==> src/inc/mfs_pkg.sv <==
/*
 * Package for the mechanism fault supervisor: timing counts, fault class
 * letters, mechanism mode digits, state encoding and carrier structs.
 * Assumes a 100 MHz system clock.
 */
package mfs_pkg;

    localparam int unsigned CLK_HZ = 100_000_000;

    // Times in their own units, and cycle counts derived from them.
    localparam int unsigned TRAY_TMO_MS = 4500;
    localparam int unsigned SLD_REV_TMO_MS = 3400;
    localparam int unsigned SLD_SHORT_TMO_MS = 300;
    localparam int unsigned READ_WIN_MS = 1000;
    localparam int unsigned ATIP_LOSS_MS = 4000;
    localparam int unsigned PMA_TMO_MS = 60000;
    localparam int unsigned SVC_HOLD_MS = 10000;
    localparam int unsigned MS_CYC = CLK_HZ / 1000;

    localparam logic [39:0] TRAY_TMO_CYC = 40'(TRAY_TMO_MS) * 40'(MS_CYC);
    localparam logic [39:0] SLD_REV_CYC = 40'(SLD_REV_TMO_MS) * 40'(MS_CYC);
    localparam logic [39:0] SLD_SHORT_CYC =
        40'(SLD_SHORT_TMO_MS) * 40'(MS_CYC);
    localparam logic [39:0] READ_WIN_CYC = 40'(READ_WIN_MS) * 40'(MS_CYC);
    localparam logic [39:0] ATIP_LOSS_CYC = 40'(ATIP_LOSS_MS) * 40'(MS_CYC);
    localparam logic [39:0] PMA_TMO_CYC = 40'(PMA_TMO_MS) * 40'(MS_CYC);
    localparam logic [39:0] SVC_HOLD_CYC = 40'(SVC_HOLD_MS) * 40'(MS_CYC);

    // Retry budgets.
    localparam logic [4:0] READ_RETRIES = 5'h03;
    localparam logic [4:0] PCA_READ_RETRIES = 5'h02;
    localparam logic [4:0] PCA_WRITE_RETRIES = 5'h13;

    // Temperature thresholds in signed degrees Celsius.
    localparam logic signed [7:0] TEMP_HI = 8'sh46;
    localparam logic signed [7:0] TEMP_LO = -8'sh0f;

    // Fault class letters as ASCII display characters.
    localparam logic [7:0] FC_NONE = 8'h20;
    localparam logic [7:0] FC_TRAY = 8'h4c;
    localparam logic [7:0] FC_SLIDER = 8'h45;
    localparam logic [7:0] FC_READ = 8'h50;
    localparam logic [7:0] FC_POWER = 8'h43;
    localparam logic [7:0] FC_FOCUS = 8'h46;
    localparam logic [7:0] FC_REC = 8'h41;
    localparam logic [7:0] FC_DISC = 8'h64;

    typedef enum logic [3:0] {
        MD_PLAY = 4'h0,
        MD_OPEN = 4'h1,
        MD_STOP = 4'h2,
        MD_SETUP = 4'h5,
        MD_TOC_READ = 4'h6,
        MD_SEARCH = 4'h8,
        MD_REC_PAUSE = 4'h9,
        MD_REC = 4'ha,
        MD_TOC_REC = 4'hb,
        MD_OPC = 4'hc,
        MD_TOC_CHECK = 4'hd,
        MD_PMA = 4'he
    } mfs_mode_t;

    // Gray codes along the tray open path and between the three slider steps.
    typedef enum logic [3:0] {
        ST_IDLE = 4'h0,
        ST_OPEN1 = 4'h1,
        ST_CLOSE_FB = 4'h3,
        ST_OPEN2 = 4'h2,
        ST_CLOSE1 = 4'h6,
        ST_OPEN_FB = 4'h7,
        ST_SLD_REV = 4'h5,
        ST_SLD_FWD = 4'h4,
        ST_SLD_REV2 = 4'hc,
        ST_READ = 4'hd,
        ST_PCA_RD = 4'hf,
        ST_PCA_WR = 4'he,
        ST_REC = 4'ha,
        ST_PMA = 4'hb,
        ST_HALT = 4'h9
    } mfs_state_t;

    // Sensor and step-result inputs from the mechanism side.
    typedef struct packed {
        logic tray_open_done;
        logic tray_close_done;
        logic inner_home_switch;
        logic subq_ok;
        logic atip_ok;
        logic search_ok;
        logic search_fail;
        logic speed_fail;
        logic discrim_done;
        logic focus_fail;
        logic jump_lost;
        logic pma_done;
        logic toc_fail;
        logic rf_at_end;
        logic disc_loaded;
    } mfs_sense_t;

    // Requests from the controlling firmware, one-cycle pulses, plus the mode digit level.
    typedef struct packed {
        logic tray_open;
        logic tray_close;
        logic slider_home;
        logic disc_read;
        logic pca_read;
        logic pca_write;
        logic rec_start;
        logic rec_stop;
        logic pma_write;
        logic [3:0] mode;
    } mfs_req_t;

    // Front-panel key levels.
    typedef struct packed {
        logic stop;
        logic scroll;
        logic menu;
    } mfs_keys_t;

    // Drive commands to the mechanism.
    typedef struct packed {
        logic tray_open;
        logic tray_close;
        logic slider_rev;
        logic slider_fwd;
        logic halt;
    } mfs_drive_t;

    // Display and memory outputs.
    typedef struct packed {
        logic temp_warn;
        logic svc_show;
        logic [7:0] svc_char0;
        logic [7:0] svc_char1;
        logic nvm_init;
        logic nvm_copy_text;
    } mfs_panel_t;

endpackage

==> src/verilog/mfs_supervisor.sv <==
/*
 * Mechanism fault supervisor: timeouts and retries over tray, slider,
 * disc read, power calibration, focus, recording and memory-area writes;
 * latches a fault class and mode digit; temperature stop; memory init.
 * Assumes sensor pins arrive asynchronously and the temperature word is
 * already stable in the clock domain when it is sampled.
 */
// Contract
// - Tray open not done in 4.5 s: abandon and command close.
// - Fallback close not done in 4.5 s: command open again.
// - Second open not done in 4.5 s: halt, tray fault.
// - Tray close not done in 4.5 s: switch to opening.
// - Open after failed close not done in 4.5 s: halt, tray fault.
// - Slider reverse: home switch must go high in 3.4 s else slider fault.
// - Then forward: switch must go low in 300 ms else slider fault.
// - Then reverse again: switch high in 300 ms else slider fault.
// - No Q nor ATIP per 1 s window: three retries, then read fault.
// - Calibration read search fails after two retries: power fault.
// - Calibration write speed fail or search retries spent: power fault.
// - Focus fails after disc discrimination: halt, focus fault.
// - Unrecovered track jump while recording: halt, recording fault.
// - ATIP unreadable 4 s continuously while recording: recording fault.
// - Memory-area write not done in 60 s: halt, disc fault.
// - TOC or memory-area read fails or incomplete: disc fault.
// - RF present at disc end boundary at record start: disc fault.
// - Temperature at or above +70 or at or below -15: warn, stop all.
// - Scroll plus menu with no disc: initialize parameter memory.
// - Disc loaded during init: copy text to memory when tray opens.
// - Service code is fault letter plus hex mode digit at failure.
// - Stop key held 10 s in stop state: show service code.
`timescale 1ns/1ps
`default_nettype none

module mfs_supervisor
    import mfs_pkg::*;
#(
    parameter logic [39:0] TRAY_TMO = TRAY_TMO_CYC,
    parameter logic [39:0] SLD_REV_TMO = SLD_REV_CYC,
    parameter logic [39:0] SLD_SHORT_TMO = SLD_SHORT_CYC,
    parameter logic [39:0] READ_WIN = READ_WIN_CYC,
    parameter logic [39:0] ATIP_LOSS = ATIP_LOSS_CYC,
    parameter logic [39:0] PMA_TMO = PMA_TMO_CYC,
    parameter logic [39:0] SVC_HOLD = SVC_HOLD_CYC
) (
    // Clock and reset.
    input wire logic clock,
    input wire logic rst_n,
    // Mechanism side.
    input wire mfs_sense_t sense,
    output mfs_drive_t drive,
    // Firmware requests and temperature.
    input wire mfs_req_t req,
    input wire logic signed [7:0] temp_c,
    // Front panel.
    input wire mfs_keys_t keys,
    output mfs_panel_t panel
);

    typedef struct packed {
        mfs_state_t st;
        logic [39:0] tmr;
        logic [39:0] aux;
        logic [4:0] tries;
        logic [3:0] mode;
        logic [7:0] fclass;
        logic [3:0] fmode;
        logic init_pend;
        mfs_drive_t drv;
        mfs_panel_t pnl;
    } mfs_state_reg_t;

    logic [1:0] rst_sync_ff;
    logic rst_ok;
    mfs_sense_t s1_ff;
    mfs_sense_t s2_ff;
    mfs_keys_t k1_ff;
    mfs_keys_t k2_ff;
    mfs_keys_t k3_ff;
    mfs_state_reg_t st_ff;
    mfs_state_reg_t nxt_st;
    logic tmo;
    logic too_hot;

    ////////////////////////////////////////////////////////////////////////
    // Reset release and input synchronisers.

    always_ff @(posedge clock or negedge rst_n) begin
        if (!rst_n) begin
            rst_sync_ff <= 2'h0;
        end else begin
            rst_sync_ff <= {rst_sync_ff[0], 1'b1};
        end
    end
    assign rst_ok = rst_sync_ff[1];

    always_ff @(posedge clock or negedge rst_ok) begin
        if (!rst_ok) begin
            s1_ff <= '0;
            s2_ff <= '0;
            k1_ff <= '0;
            k2_ff <= '0;
            k3_ff <= '0;
        end else begin
            s1_ff <= sense;
            s2_ff <= s1_ff;
            k1_ff <= keys;
            k2_ff <= k1_ff;
            k3_ff <= k2_ff;
        end
    end

    ////////////////////////////////////////////////////////////////////////
    // Step sequencer.

    // A helper that leaves the timer free-running would hide a missed
    // restart, so every entry into a monitored step clears it.
    function automatic mfs_state_reg_t go(mfs_state_reg_t s, mfs_state_t t);
        mfs_state_reg_t r;
        r = s;
        r.st = t;
        r.tmr = 40'h0;
        return r;
    endfunction

    function automatic mfs_state_reg_t fail(mfs_state_reg_t s,
                                            logic [7:0] c);
        mfs_state_reg_t r;
        r = go(s, ST_HALT);
        r.fclass = c;
        r.fmode = s.mode;
        r.drv = '0;
        r.drv.halt = 1'b1;
        return r;
    endfunction

    assign too_hot = (temp_c >= TEMP_HI) || (temp_c <= TEMP_LO);

    always_comb begin
        nxt_st = st_ff;
        nxt_st.tmr = st_ff.tmr + 40'h1;
        tmo = 1'b0;
        nxt_st.pnl.nvm_init = 1'b0;
        nxt_st.pnl.nvm_copy_text = 1'b0;
        if (req.mode != 4'h0 || st_ff.st == ST_IDLE) begin
            nxt_st.mode = req.mode;
        end
        unique case (st_ff.st)
            ST_IDLE: begin
                nxt_st.drv = '0;
                if (req.tray_open) begin
                    nxt_st = go(nxt_st, ST_OPEN1);
                    nxt_st.drv.tray_open = 1'b1;
                end else if (req.tray_close) begin
                    nxt_st = go(nxt_st, ST_CLOSE1);
                    nxt_st.drv.tray_close = 1'b1;
                end else if (req.slider_home) begin
                    nxt_st = go(nxt_st, ST_SLD_REV);
                    nxt_st.drv.slider_rev = 1'b1;
                end else if (req.disc_read) begin
                    nxt_st = go(nxt_st, ST_READ);
                    nxt_st.tries = 5'h0;
                end else if (req.pca_read) begin
                    nxt_st = go(nxt_st, ST_PCA_RD);
                    nxt_st.tries = 5'h0;
                end else if (req.pca_write) begin
                    nxt_st = go(nxt_st, ST_PCA_WR);
                    nxt_st.tries = 5'h0;
                end else if (req.rec_start) begin
                    if (s2_ff.rf_at_end) begin
                        nxt_st = fail(nxt_st, FC_DISC);
                    end else begin
                        nxt_st = go(nxt_st, ST_REC);
                        nxt_st.aux = 40'h0;
                    end
                end else if (req.pma_write) begin
                    nxt_st = go(nxt_st, ST_PMA);
                end
            end
            ST_OPEN1: begin
                tmo = st_ff.tmr >= TRAY_TMO - 40'h1;
                if (s2_ff.tray_open_done) begin
                    nxt_st = go(nxt_st, ST_IDLE);
                end else if (tmo) begin
                    nxt_st = go(nxt_st, ST_CLOSE_FB);
                    nxt_st.drv.tray_open = 1'b0;
                    nxt_st.drv.tray_close = 1'b1;
                end
            end
            ST_CLOSE_FB: begin
                tmo = st_ff.tmr >= TRAY_TMO - 40'h1;
                if (s2_ff.tray_close_done || tmo) begin
                    nxt_st = go(nxt_st, ST_OPEN2);
                    nxt_st.drv.tray_close = 1'b0;
                    nxt_st.drv.tray_open = 1'b1;
                end
            end
            ST_OPEN2, ST_OPEN_FB: begin
                tmo = st_ff.tmr >= TRAY_TMO - 40'h1;
                if (s2_ff.tray_open_done) begin
                    nxt_st = go(nxt_st, ST_IDLE);
                end else if (tmo) begin
                    nxt_st = fail(nxt_st, FC_TRAY);
                end
            end
            ST_CLOSE1: begin
                tmo = st_ff.tmr >= TRAY_TMO - 40'h1;
                if (s2_ff.tray_close_done) begin
                    nxt_st = go(nxt_st, ST_IDLE);
                end else if (tmo) begin
                    nxt_st = go(nxt_st, ST_OPEN_FB);
                    nxt_st.drv.tray_close = 1'b0;
                    nxt_st.drv.tray_open = 1'b1;
                end
            end
            ST_SLD_REV: begin
                tmo = st_ff.tmr >= SLD_REV_TMO - 40'h1;
                if (s2_ff.inner_home_switch) begin
                    nxt_st = go(nxt_st, ST_SLD_FWD);
                    nxt_st.drv.slider_rev = 1'b0;
                    nxt_st.drv.slider_fwd = 1'b1;
                end else if (tmo) begin
                    nxt_st = fail(nxt_st, FC_SLIDER);
                end
            end
            ST_SLD_FWD: begin
                tmo = st_ff.tmr >= SLD_SHORT_TMO - 40'h1;
                if (!s2_ff.inner_home_switch) begin
                    nxt_st = go(nxt_st, ST_SLD_REV2);
                    nxt_st.drv.slider_fwd = 1'b0;
                    nxt_st.drv.slider_rev = 1'b1;
                end else if (tmo) begin
                    nxt_st = fail(nxt_st, FC_SLIDER);
                end
            end
            ST_SLD_REV2: begin
                tmo = st_ff.tmr >= SLD_SHORT_TMO - 40'h1;
                if (s2_ff.inner_home_switch) begin
                    nxt_st = go(nxt_st, ST_IDLE);
                    nxt_st.drv.slider_rev = 1'b0;
                end else if (tmo) begin
                    nxt_st = fail(nxt_st, FC_SLIDER);
                end
            end
            ST_READ: begin
                tmo = st_ff.tmr >= READ_WIN - 40'h1;
                if (s2_ff.toc_fail) begin
                    nxt_st = fail(nxt_st, FC_DISC);
                end else if (s2_ff.subq_ok || s2_ff.atip_ok) begin
                    nxt_st = go(nxt_st, ST_IDLE);
                end else if (tmo && st_ff.tries == READ_RETRIES) begin
                    nxt_st = fail(nxt_st, FC_READ);
                end else if (tmo) begin
                    nxt_st = go(nxt_st, ST_READ);
                    nxt_st.tries = st_ff.tries + 5'h1;
                end
            end
            ST_PCA_RD: begin
                if (s2_ff.search_ok) begin
                    nxt_st = go(nxt_st, ST_IDLE);
                end else if (s2_ff.search_fail) begin
                    if (st_ff.tries == PCA_READ_RETRIES) begin
                        nxt_st = fail(nxt_st, FC_POWER);
                    end else begin
                        nxt_st.tries = st_ff.tries + 5'h1;
                    end
                end
            end
            ST_PCA_WR: begin
                if (s2_ff.speed_fail) begin
                    nxt_st = fail(nxt_st, FC_POWER);
                end else if (s2_ff.search_ok) begin
                    nxt_st = go(nxt_st, ST_IDLE);
                end else if (s2_ff.search_fail) begin
                    if (st_ff.tries == PCA_WRITE_RETRIES) begin
                        nxt_st = fail(nxt_st, FC_POWER);
                    end else begin
                        nxt_st.tries = st_ff.tries + 5'h1;
                    end
                end
            end
            ST_REC: begin
                nxt_st.aux = s2_ff.atip_ok ? 40'h0 : st_ff.aux + 40'h1;
                if (s2_ff.jump_lost) begin
                    nxt_st = fail(nxt_st, FC_REC);
                end else if (st_ff.aux >= ATIP_LOSS - 40'h1) begin
                    nxt_st = fail(nxt_st, FC_REC);
                end else if (req.rec_stop) begin
                    nxt_st = go(nxt_st, ST_IDLE);
                end
            end
            ST_PMA: begin
                tmo = st_ff.tmr >= PMA_TMO - 40'h1;
                if (s2_ff.pma_done) begin
                    nxt_st = go(nxt_st, ST_IDLE);
                end else if (tmo) begin
                    nxt_st = fail(nxt_st, FC_DISC);
                end
            end
            ST_HALT: begin
                nxt_st.tmr = st_ff.tmr;
            end
        endcase
        // Focus loss after discrimination ends any step.
        if (s2_ff.discrim_done && s2_ff.focus_fail &&
            st_ff.st != ST_HALT) begin
            nxt_st = fail(nxt_st, FC_FOCUS);
        end
        // Temperature stop overrides every step and drive command, not the panel init and code logic below, and is sticky until reset.
        if (too_hot || st_ff.pnl.temp_warn) begin
            nxt_st = go(nxt_st, ST_HALT);
            nxt_st.drv = '0;
            nxt_st.drv.halt = 1'b1;
            nxt_st.pnl.temp_warn = 1'b1;
        end
        // Two-key memory init; text copy waits for a tray open.
        // The edge is taken behind the synchroniser so a metastable first
        // stage never reaches the decision.
        if (k2_ff.scroll && k2_ff.menu && !(k3_ff.scroll && k3_ff.menu) &&
            st_ff.st == ST_IDLE) begin
            if (!s2_ff.disc_loaded) begin
                nxt_st.pnl.nvm_init = 1'b1;
            end else begin
                nxt_st.init_pend = 1'b1;
            end
        end
        if (st_ff.init_pend && s2_ff.tray_open_done) begin
            nxt_st.init_pend = 1'b0;
            nxt_st.pnl.nvm_copy_text = 1'b1;
        end
        // Stop key hold in the stop state shows the latched code.
        if (k2_ff.stop && st_ff.mode == MD_STOP && st_ff.st == ST_IDLE) begin
            if (st_ff.aux >= SVC_HOLD - 40'h1) begin
                nxt_st.pnl.svc_show = 1'b1;
            end else begin
                nxt_st.aux = st_ff.aux + 40'h1;
            end
        end else if (st_ff.st == ST_IDLE && nxt_st.st == ST_IDLE) begin
            nxt_st.aux = 40'h0;
            nxt_st.pnl.svc_show = k2_ff.stop && st_ff.pnl.svc_show;
        end
        nxt_st.pnl.svc_char0 = nxt_st.fclass;
        nxt_st.pnl.svc_char1 = (nxt_st.fmode < 4'ha) ?
            8'h30 + {4'h0, nxt_st.fmode} : 8'h37 + {4'h0, nxt_st.fmode};
    end

    always_ff @(posedge clock or negedge rst_ok) begin
        if (!rst_ok) begin
            st_ff <= '{st: ST_IDLE, mode: 4'h2, fclass: FC_NONE,
                       pnl: '{svc_char0: FC_NONE, svc_char1: 8'h32,
                              default: '0},
                       default: '0};
        end else begin
            st_ff <= nxt_st;
        end
    end

    assign drive = st_ff.drv;
    assign panel = st_ff.pnl;

    ////////////////////////////////////////////////////////////////////////
    // Checks.

    chk_tray_fallback: assert property (@(posedge clock) disable iff (!rst_ok)
        st_ff.st == ST_OPEN1 && !s2_ff.tray_open_done &&
        st_ff.tmr == TRAY_TMO - 40'h1 && !too_hot && !st_ff.pnl.temp_warn
        && !(s2_ff.discrim_done && s2_ff.focus_fail)
        |=> st_ff.st == ST_CLOSE_FB && drive.tray_close)
        else $error("tray open timeout did not fall back to close");
    chk_tray_reopen: assert property (@(posedge clock) disable iff (!rst_ok)
        $rose(st_ff.st == ST_OPEN2) |-> drive.tray_open && !drive.tray_close)
        else $error("fallback close did not reopen");
    chk_tray_fault: assert property (@(posedge clock) disable iff (!rst_ok)
        $changed(st_ff.fclass) && st_ff.fclass == FC_TRAY
        |-> $past(st_ff.st) inside {ST_OPEN2, ST_OPEN_FB})
        else $error("tray fault from wrong step");
    chk_close_fallback: assert property (@(posedge clock)
        disable iff (!rst_ok)
        $rose(st_ff.st == ST_OPEN_FB) |-> $past(st_ff.st) == ST_CLOSE1)
        else $error("open fallback entered from wrong step");
    chk_slider_fault: assert property (@(posedge clock) disable iff (!rst_ok)
        $changed(st_ff.fclass) && st_ff.fclass == FC_SLIDER
        |-> drive.halt && $past(st_ff.st) inside
            {ST_SLD_REV, ST_SLD_FWD, ST_SLD_REV2})
        else $error("slider fault from wrong step");
    chk_read_retries: assert property (@(posedge clock) disable iff (!rst_ok)
        st_ff.st == ST_READ |-> st_ff.tries <= READ_RETRIES)
        else $error("read retries exceeded");
    chk_temp_stop: assert property (@(posedge clock) disable iff (!rst_ok)
        too_hot |=> st_ff.st == ST_HALT && panel.temp_warn && drive.halt
            && !drive.tray_open && !drive.slider_rev)
        else $error("temperature did not stop actions");
    chk_code_mode: assert property (@(posedge clock) disable iff (!rst_ok)
        $changed(st_ff.fclass) |-> st_ff.fmode == $past(st_ff.mode))
        else $error("service code mode digit mismatch");
    chk_timer_restart: assert property (@(posedge clock)
        disable iff (!rst_ok)
        $changed(st_ff.st) |-> st_ff.tmr == 40'h0)
        else $error("step timer not restarted");

endmodule

`default_nettype wire

==> config.mk <==
export PLATFORM = sky130hd
export DESIGN_NAME = mfs_supervisor
export DESIGN_NICKNAME = d
export VERILOG_FILES = /design/src/inc/mfs_pkg.sv /design/src/verilog/mfs_supervisor.sv
export SDC_FILE = /design/constraint.sdc
export NUM_CORES = 1
export LEC_CHECK = 0
export ABC_CLOCK_PERIOD_IN_PS = 12400
export BUFFER_PORTS_ARGS = -buffer_cell sky130_fd_sc_hd__buf_2
export CORE_ASPECT_RATIO = 0.7
export CORE_UTILIZATION = 52
export DETAILED_ROUTE_END_ITERATION = 12
export GPL_ROUTABILITY_DRIVEN = 1
export PLACE_DENSITY = 0.7
export SETUP_SLACK_MARGIN = 0.5
export SKIP_LAST_GASP = 1
export SYNTH_ARGS = -nofsm -noshare
export SYNTH_HDL_FRONTEND = slang
export SYNTH_SLANG_ARGS = --single-unit
==> constraint.sdc <==
create_clock -name clock -period 12.4 [get_ports clock]
set_input_delay 1.86 -clock clock [delete_from_list [all_inputs] [get_ports clock]]
set_output_delay 1.86 -clock clock [all_outputs]
set_load 0.05 [all_outputs]
==> impl_metrics.py <==
metrics = {
    "outcome": {
        "status": "completed",
    },
    "yosys": {
        "synth_top_cells_by_count": "sky130_fd_sc_hd__dfrtp_1 (157), sky130_fd_sc_hd__nor2_1 (100), sky130_fd_sc_hd__nand2_1 (92)",
        "post_synth_instance_area_um2": 9500,
        "synthCells": 1093,
        "yosysSeqAreaShare_pct": 42.8,
        "synth_top_cell_area_share_pct": 41.4,
        "netlist_top_cells_area": "sky130_fd_sc_hd__dfrtp_1 (41%), sky130_fd_sc_hd__a21oi_1 (4.5%), sky130_fd_sc_hd__nor2_1 (4.0%)",
        "synth-edff-count": 0,
        "synth_top_cell_by_area": "sky130_fd_sc_hd__dfrtp_1",
        "yosysUniqueCellTypes": 86,
        "ys_warn_count": 0,
        "synth.most_common_cell": "sky130_fd_sc_hd__dfrtp_1",
        "postSynth.topFlopCell": "sky130_fd_sc_hd__dfrtp_1",
        "synth_nets": 1139,
        "synthesis.area_per_instance_um2": 8.69,
        "asyncSetResetFlopFracSynth_pct": 100,
        "synth.ff_latch_count": 162,
    },
    "clocking": {
        "clkSinkCount": 162,
        "post_cts_resized": 0,
        "numCtsBuffers": 17,
        "cts.clk_slew.worst_paths_ns": 0.07,
        "clock_tree.htree_level_count": 4,
        "clk-insertion-delay-late_ns": 0.43,
        "cts_buffer_depth": 2,
        "cts_tree": "done",
        "clock-root-buffer": "sky130_fd_sc_hd__clkbuf_16",
        "post-cts-setup-buffer-count": 0,
        "cts-hold-fix-buffers": 0,
    },
    "placed_design": {
        "place_inst": 1314,
        "placedInstanceArea_um2": 9760,
        "placement.io_buffers": 63,
        "finalWeightedCongestion": 1.00,
        "dp_hpwl_mm": 18.3,
    },
    "critical_path": {
        "worstSetupEndpointType": "flop",
        "critPathMostFrequentCell": "sky130_fd_sc_hd__nor3_1",
        "start_kind": "primary input",
        "cp_data_arrival_time_ns": 5.28,
        "critical_path.cell_chain": "buf_2 > or4_1 > nor3_1 > a31oi_1 > nor3_1 > o21ai_2 > nor4b_2 > a21o_1 > mux2i_1 > ha_1 > nor2_1 > a211o_1 > o21a_1",
        "path_delay_family": "simple AND/OR/NAND/NOR gates",
        "critPathMaxFanout": 5,
        "crit_buf_inv": 1,
        "cp_slowest_stage_delay_ns": 0.52,
        "cp_slowest_cell": "sky130_fd_sc_hd__or4_1",
        "critical_path_start_end_classification": "primary input to flop",
        "worst_r2r_setup_slack_ns": 7.88,
        "worstPathRequired_ns": 12.72,
    },
    "detailed_routing": {
        "post-route-drc-count": 0,
        "wl_per_cell_um": 19.1,
        "detailroute.via_count": 8555,
        "drt_first_iter_violations": 1124,
        "drt-total-wl_mm": 25.7,
        "viasPerCell": 6.36,
        "postRouteAntennaNets": 0,
        "detail_route.first_pass.iterations": 6,
    },
    "cells_and_area": {
        "nets": 1148,
        "fin_util_pct": 59.2,
        "fraction_of_layout_instances_using_a_drive_strength_above_1_pct": 13.0,
        "synthToLayoutAreaGrowth_pct": 9.24,
        "inserted_diodes": 0,
        "finish.instance_area_um2": 10400,
        "finish.cell_count_without_fillers": 1345,
    },
    "sta": {
        "max_slew.worst_pin.slew_ns": 0.949,
        "slew_headroom_pct": 36.7,
        "post-route-min-period_ns": 4.95,
        "fmaxAchievable_mhz": 202,
        "setup_tns_ns": 0,
        "fin_worst_skew_ns": 0.0145,
        "report.final.hold_viol_count": 0,
        "setup_viol": 0,
        "grt_setup_unrepaired": "no",
        "drv_slew": 0,
        "final.period_utilization_pct": 39.9,
    },
    "die": {
        "initial_cell_density_of_the_core_pct": 54.2,
        "die_area_um2": 18800,
        "core_region_area_um2": 17500,
        "overall_die_width_um": 164,
        "i_o_pin_count": 66,
        "std_cell_rows": 40,
        "die_h_um": 115,
    },
    "global_route": {
        "globalRouteTotalUtil_pct": 28.5,
        "grt_overflow_total": 0,
        "grt_max_degree": 77,
        "via_count_of_the_first_global_routing_pass": 7572,
        "grt_first_pass_wirelength_mm": 41.7,
        "antenna_violations_before_repair": 1,
    },
    "min_path": {
        "min-delay-path-class": "flop to asynchronous set/reset pin",
    },
    "power_and_ir_drop": {
        "p_total_uw": 1220,
        "vdd_drop_max_v": 0.000103,
        "powerDensity_nw_per_um2": 118,
        "leakage_uw": 0.00436,
    },
    "job": {
        "max_cap_violations": 0,
    },
}
## state kept, by name, indices dropped and copies added (netlist names)
name / count
s2_ff: 15
s1_ff: 15
panel: 19
k3_ff: 2
drive: 5
k1_ff: 3
rst_sync_ff: 2
st_ff: 98
k2_ff: 3
## layout make-up
class                      instances  area [um^2]
inverter                          24         90.1
timing repair buffer              75          405
multi-input combinational        822         4910
tap                              231          289
clock inverter                    12          180
sequential                       162         4060
clock buffer                      19          433
fill                            1574         7140
## power breakdown
part / switching, uW / leakage (uW) / internal (uW)
clock: 219 / 0.000294 / 338
sequential: 12.9 / 0.00191 / 552
combinational: 71.4 / 0.00216 / 26.5
total: 303 / 0.00436 / 916
## layout by cell type (no fill, tap or decap), types with 7 or more instances in the layout
cell,Yosys,routed
sky130_fd_sc_hd__o21a_1,7,7
sky130_fd_sc_hd__nor2b_1,12,12
sky130_fd_sc_hd__mux2i_1,17,17
sky130_fd_sc_hd__or4_1,10,10
sky130_fd_sc_hd__nand2_1,92,92
sky130_fd_sc_hd__and2_1,9,9
sky130_fd_sc_hd__or3_1,24,24
sky130_fd_sc_hd__nand2b_1,10,10
sky130_fd_sc_hd__nand3_1,68,68
sky130_fd_sc_hd__or2_2,12,12
sky130_fd_sc_hd__a211oi_1,12,12
sky130_fd_sc_hd__a22o_1,13,13
sky130_fd_sc_hd__nor4_1,16,16
sky130_fd_sc_hd__buf_4,27,12
sky130_fd_sc_hd__a21oi_1,86,86
sky130_fd_sc_hd__inv_1,21,21
sky130_fd_sc_hd__dfrtp_1,157,156
sky130_fd_sc_hd__clkbuf_16,0,17
sky130_fd_sc_hd__a311oi_1,12,12
sky130_fd_sc_hd__nand4_1,21,21
sky130_fd_sc_hd__a31oi_1,16,16
sky130_fd_sc_hd__nor3_1,37,37
sky130_fd_sc_hd__and3_1,23,23
sky130_fd_sc_hd__a22oi_1,7,7
sky130_fd_sc_hd__nor2_1,100,99
sky130_fd_sc_hd__o21ai_0,69,69
sky130_fd_sc_hd__a21o_1,15,15
sky130_fd_sc_hd__buf_2,7,63
## stage by stage
stage                     hold slack [ns]  setup WS, ns
after floorplan                     0.331          7.56
after global placement              0.321          7.13
after detailed placement            0.323          7.07
after CTS                           0.330          7.52
after global routing                0.353          7.20
final                               0.302          7.45
## cell families (layout without fill, tap and decap cells)
logic type	count (synthesis)	count (layout)	synth area share [%]
other cells	2	2	0.0791
buf+inv	109	130	5.63
xor+xnor	8	8	0.738
flops	162	162	42.8
mux	18	18	1.91
compound gates	316	316	21.9
simple gates	473	473	26.3
fa+ha+maj	5	5	0.659
## worst register-to-register path: cells and delay by family (launching register included)
kind / cells / cell delay [ns]
AOI/OAI and AO/OA: 2 / 0.74
DFF: 1 / 0.68
and+or+nand+nor: 7 / 2.94
## final timing paths
| kind | from | cells after the start | endpoint |
|---|---|---|---|
| max | req[7] | 13 | panel[8] |
| min | rst_sync_ff[1] | 0 | k2_ff[0] |
| max reg2reg | st_ff[129] | 9 | st_ff[56] |
| min reg2reg | rst_sync_ff[1] | 0 | k2_ff[0] |
| max in group asynchronous | rst_sync_ff[1] | 1 | st_ff[40] |
| min in group clock | s1_ff[14] | 0 | s2_ff[14] |
## layer usage
layer,vias up,track usage [%],routed length (um)
li1,4071,-,-
met1,4108,47.3,13200
met2,347,36.9,10100
met3,29,4.91,2090
met4,0,7.47,306
met5,-,0,0
Note: power is estimated with default switching activity, not from simulation.
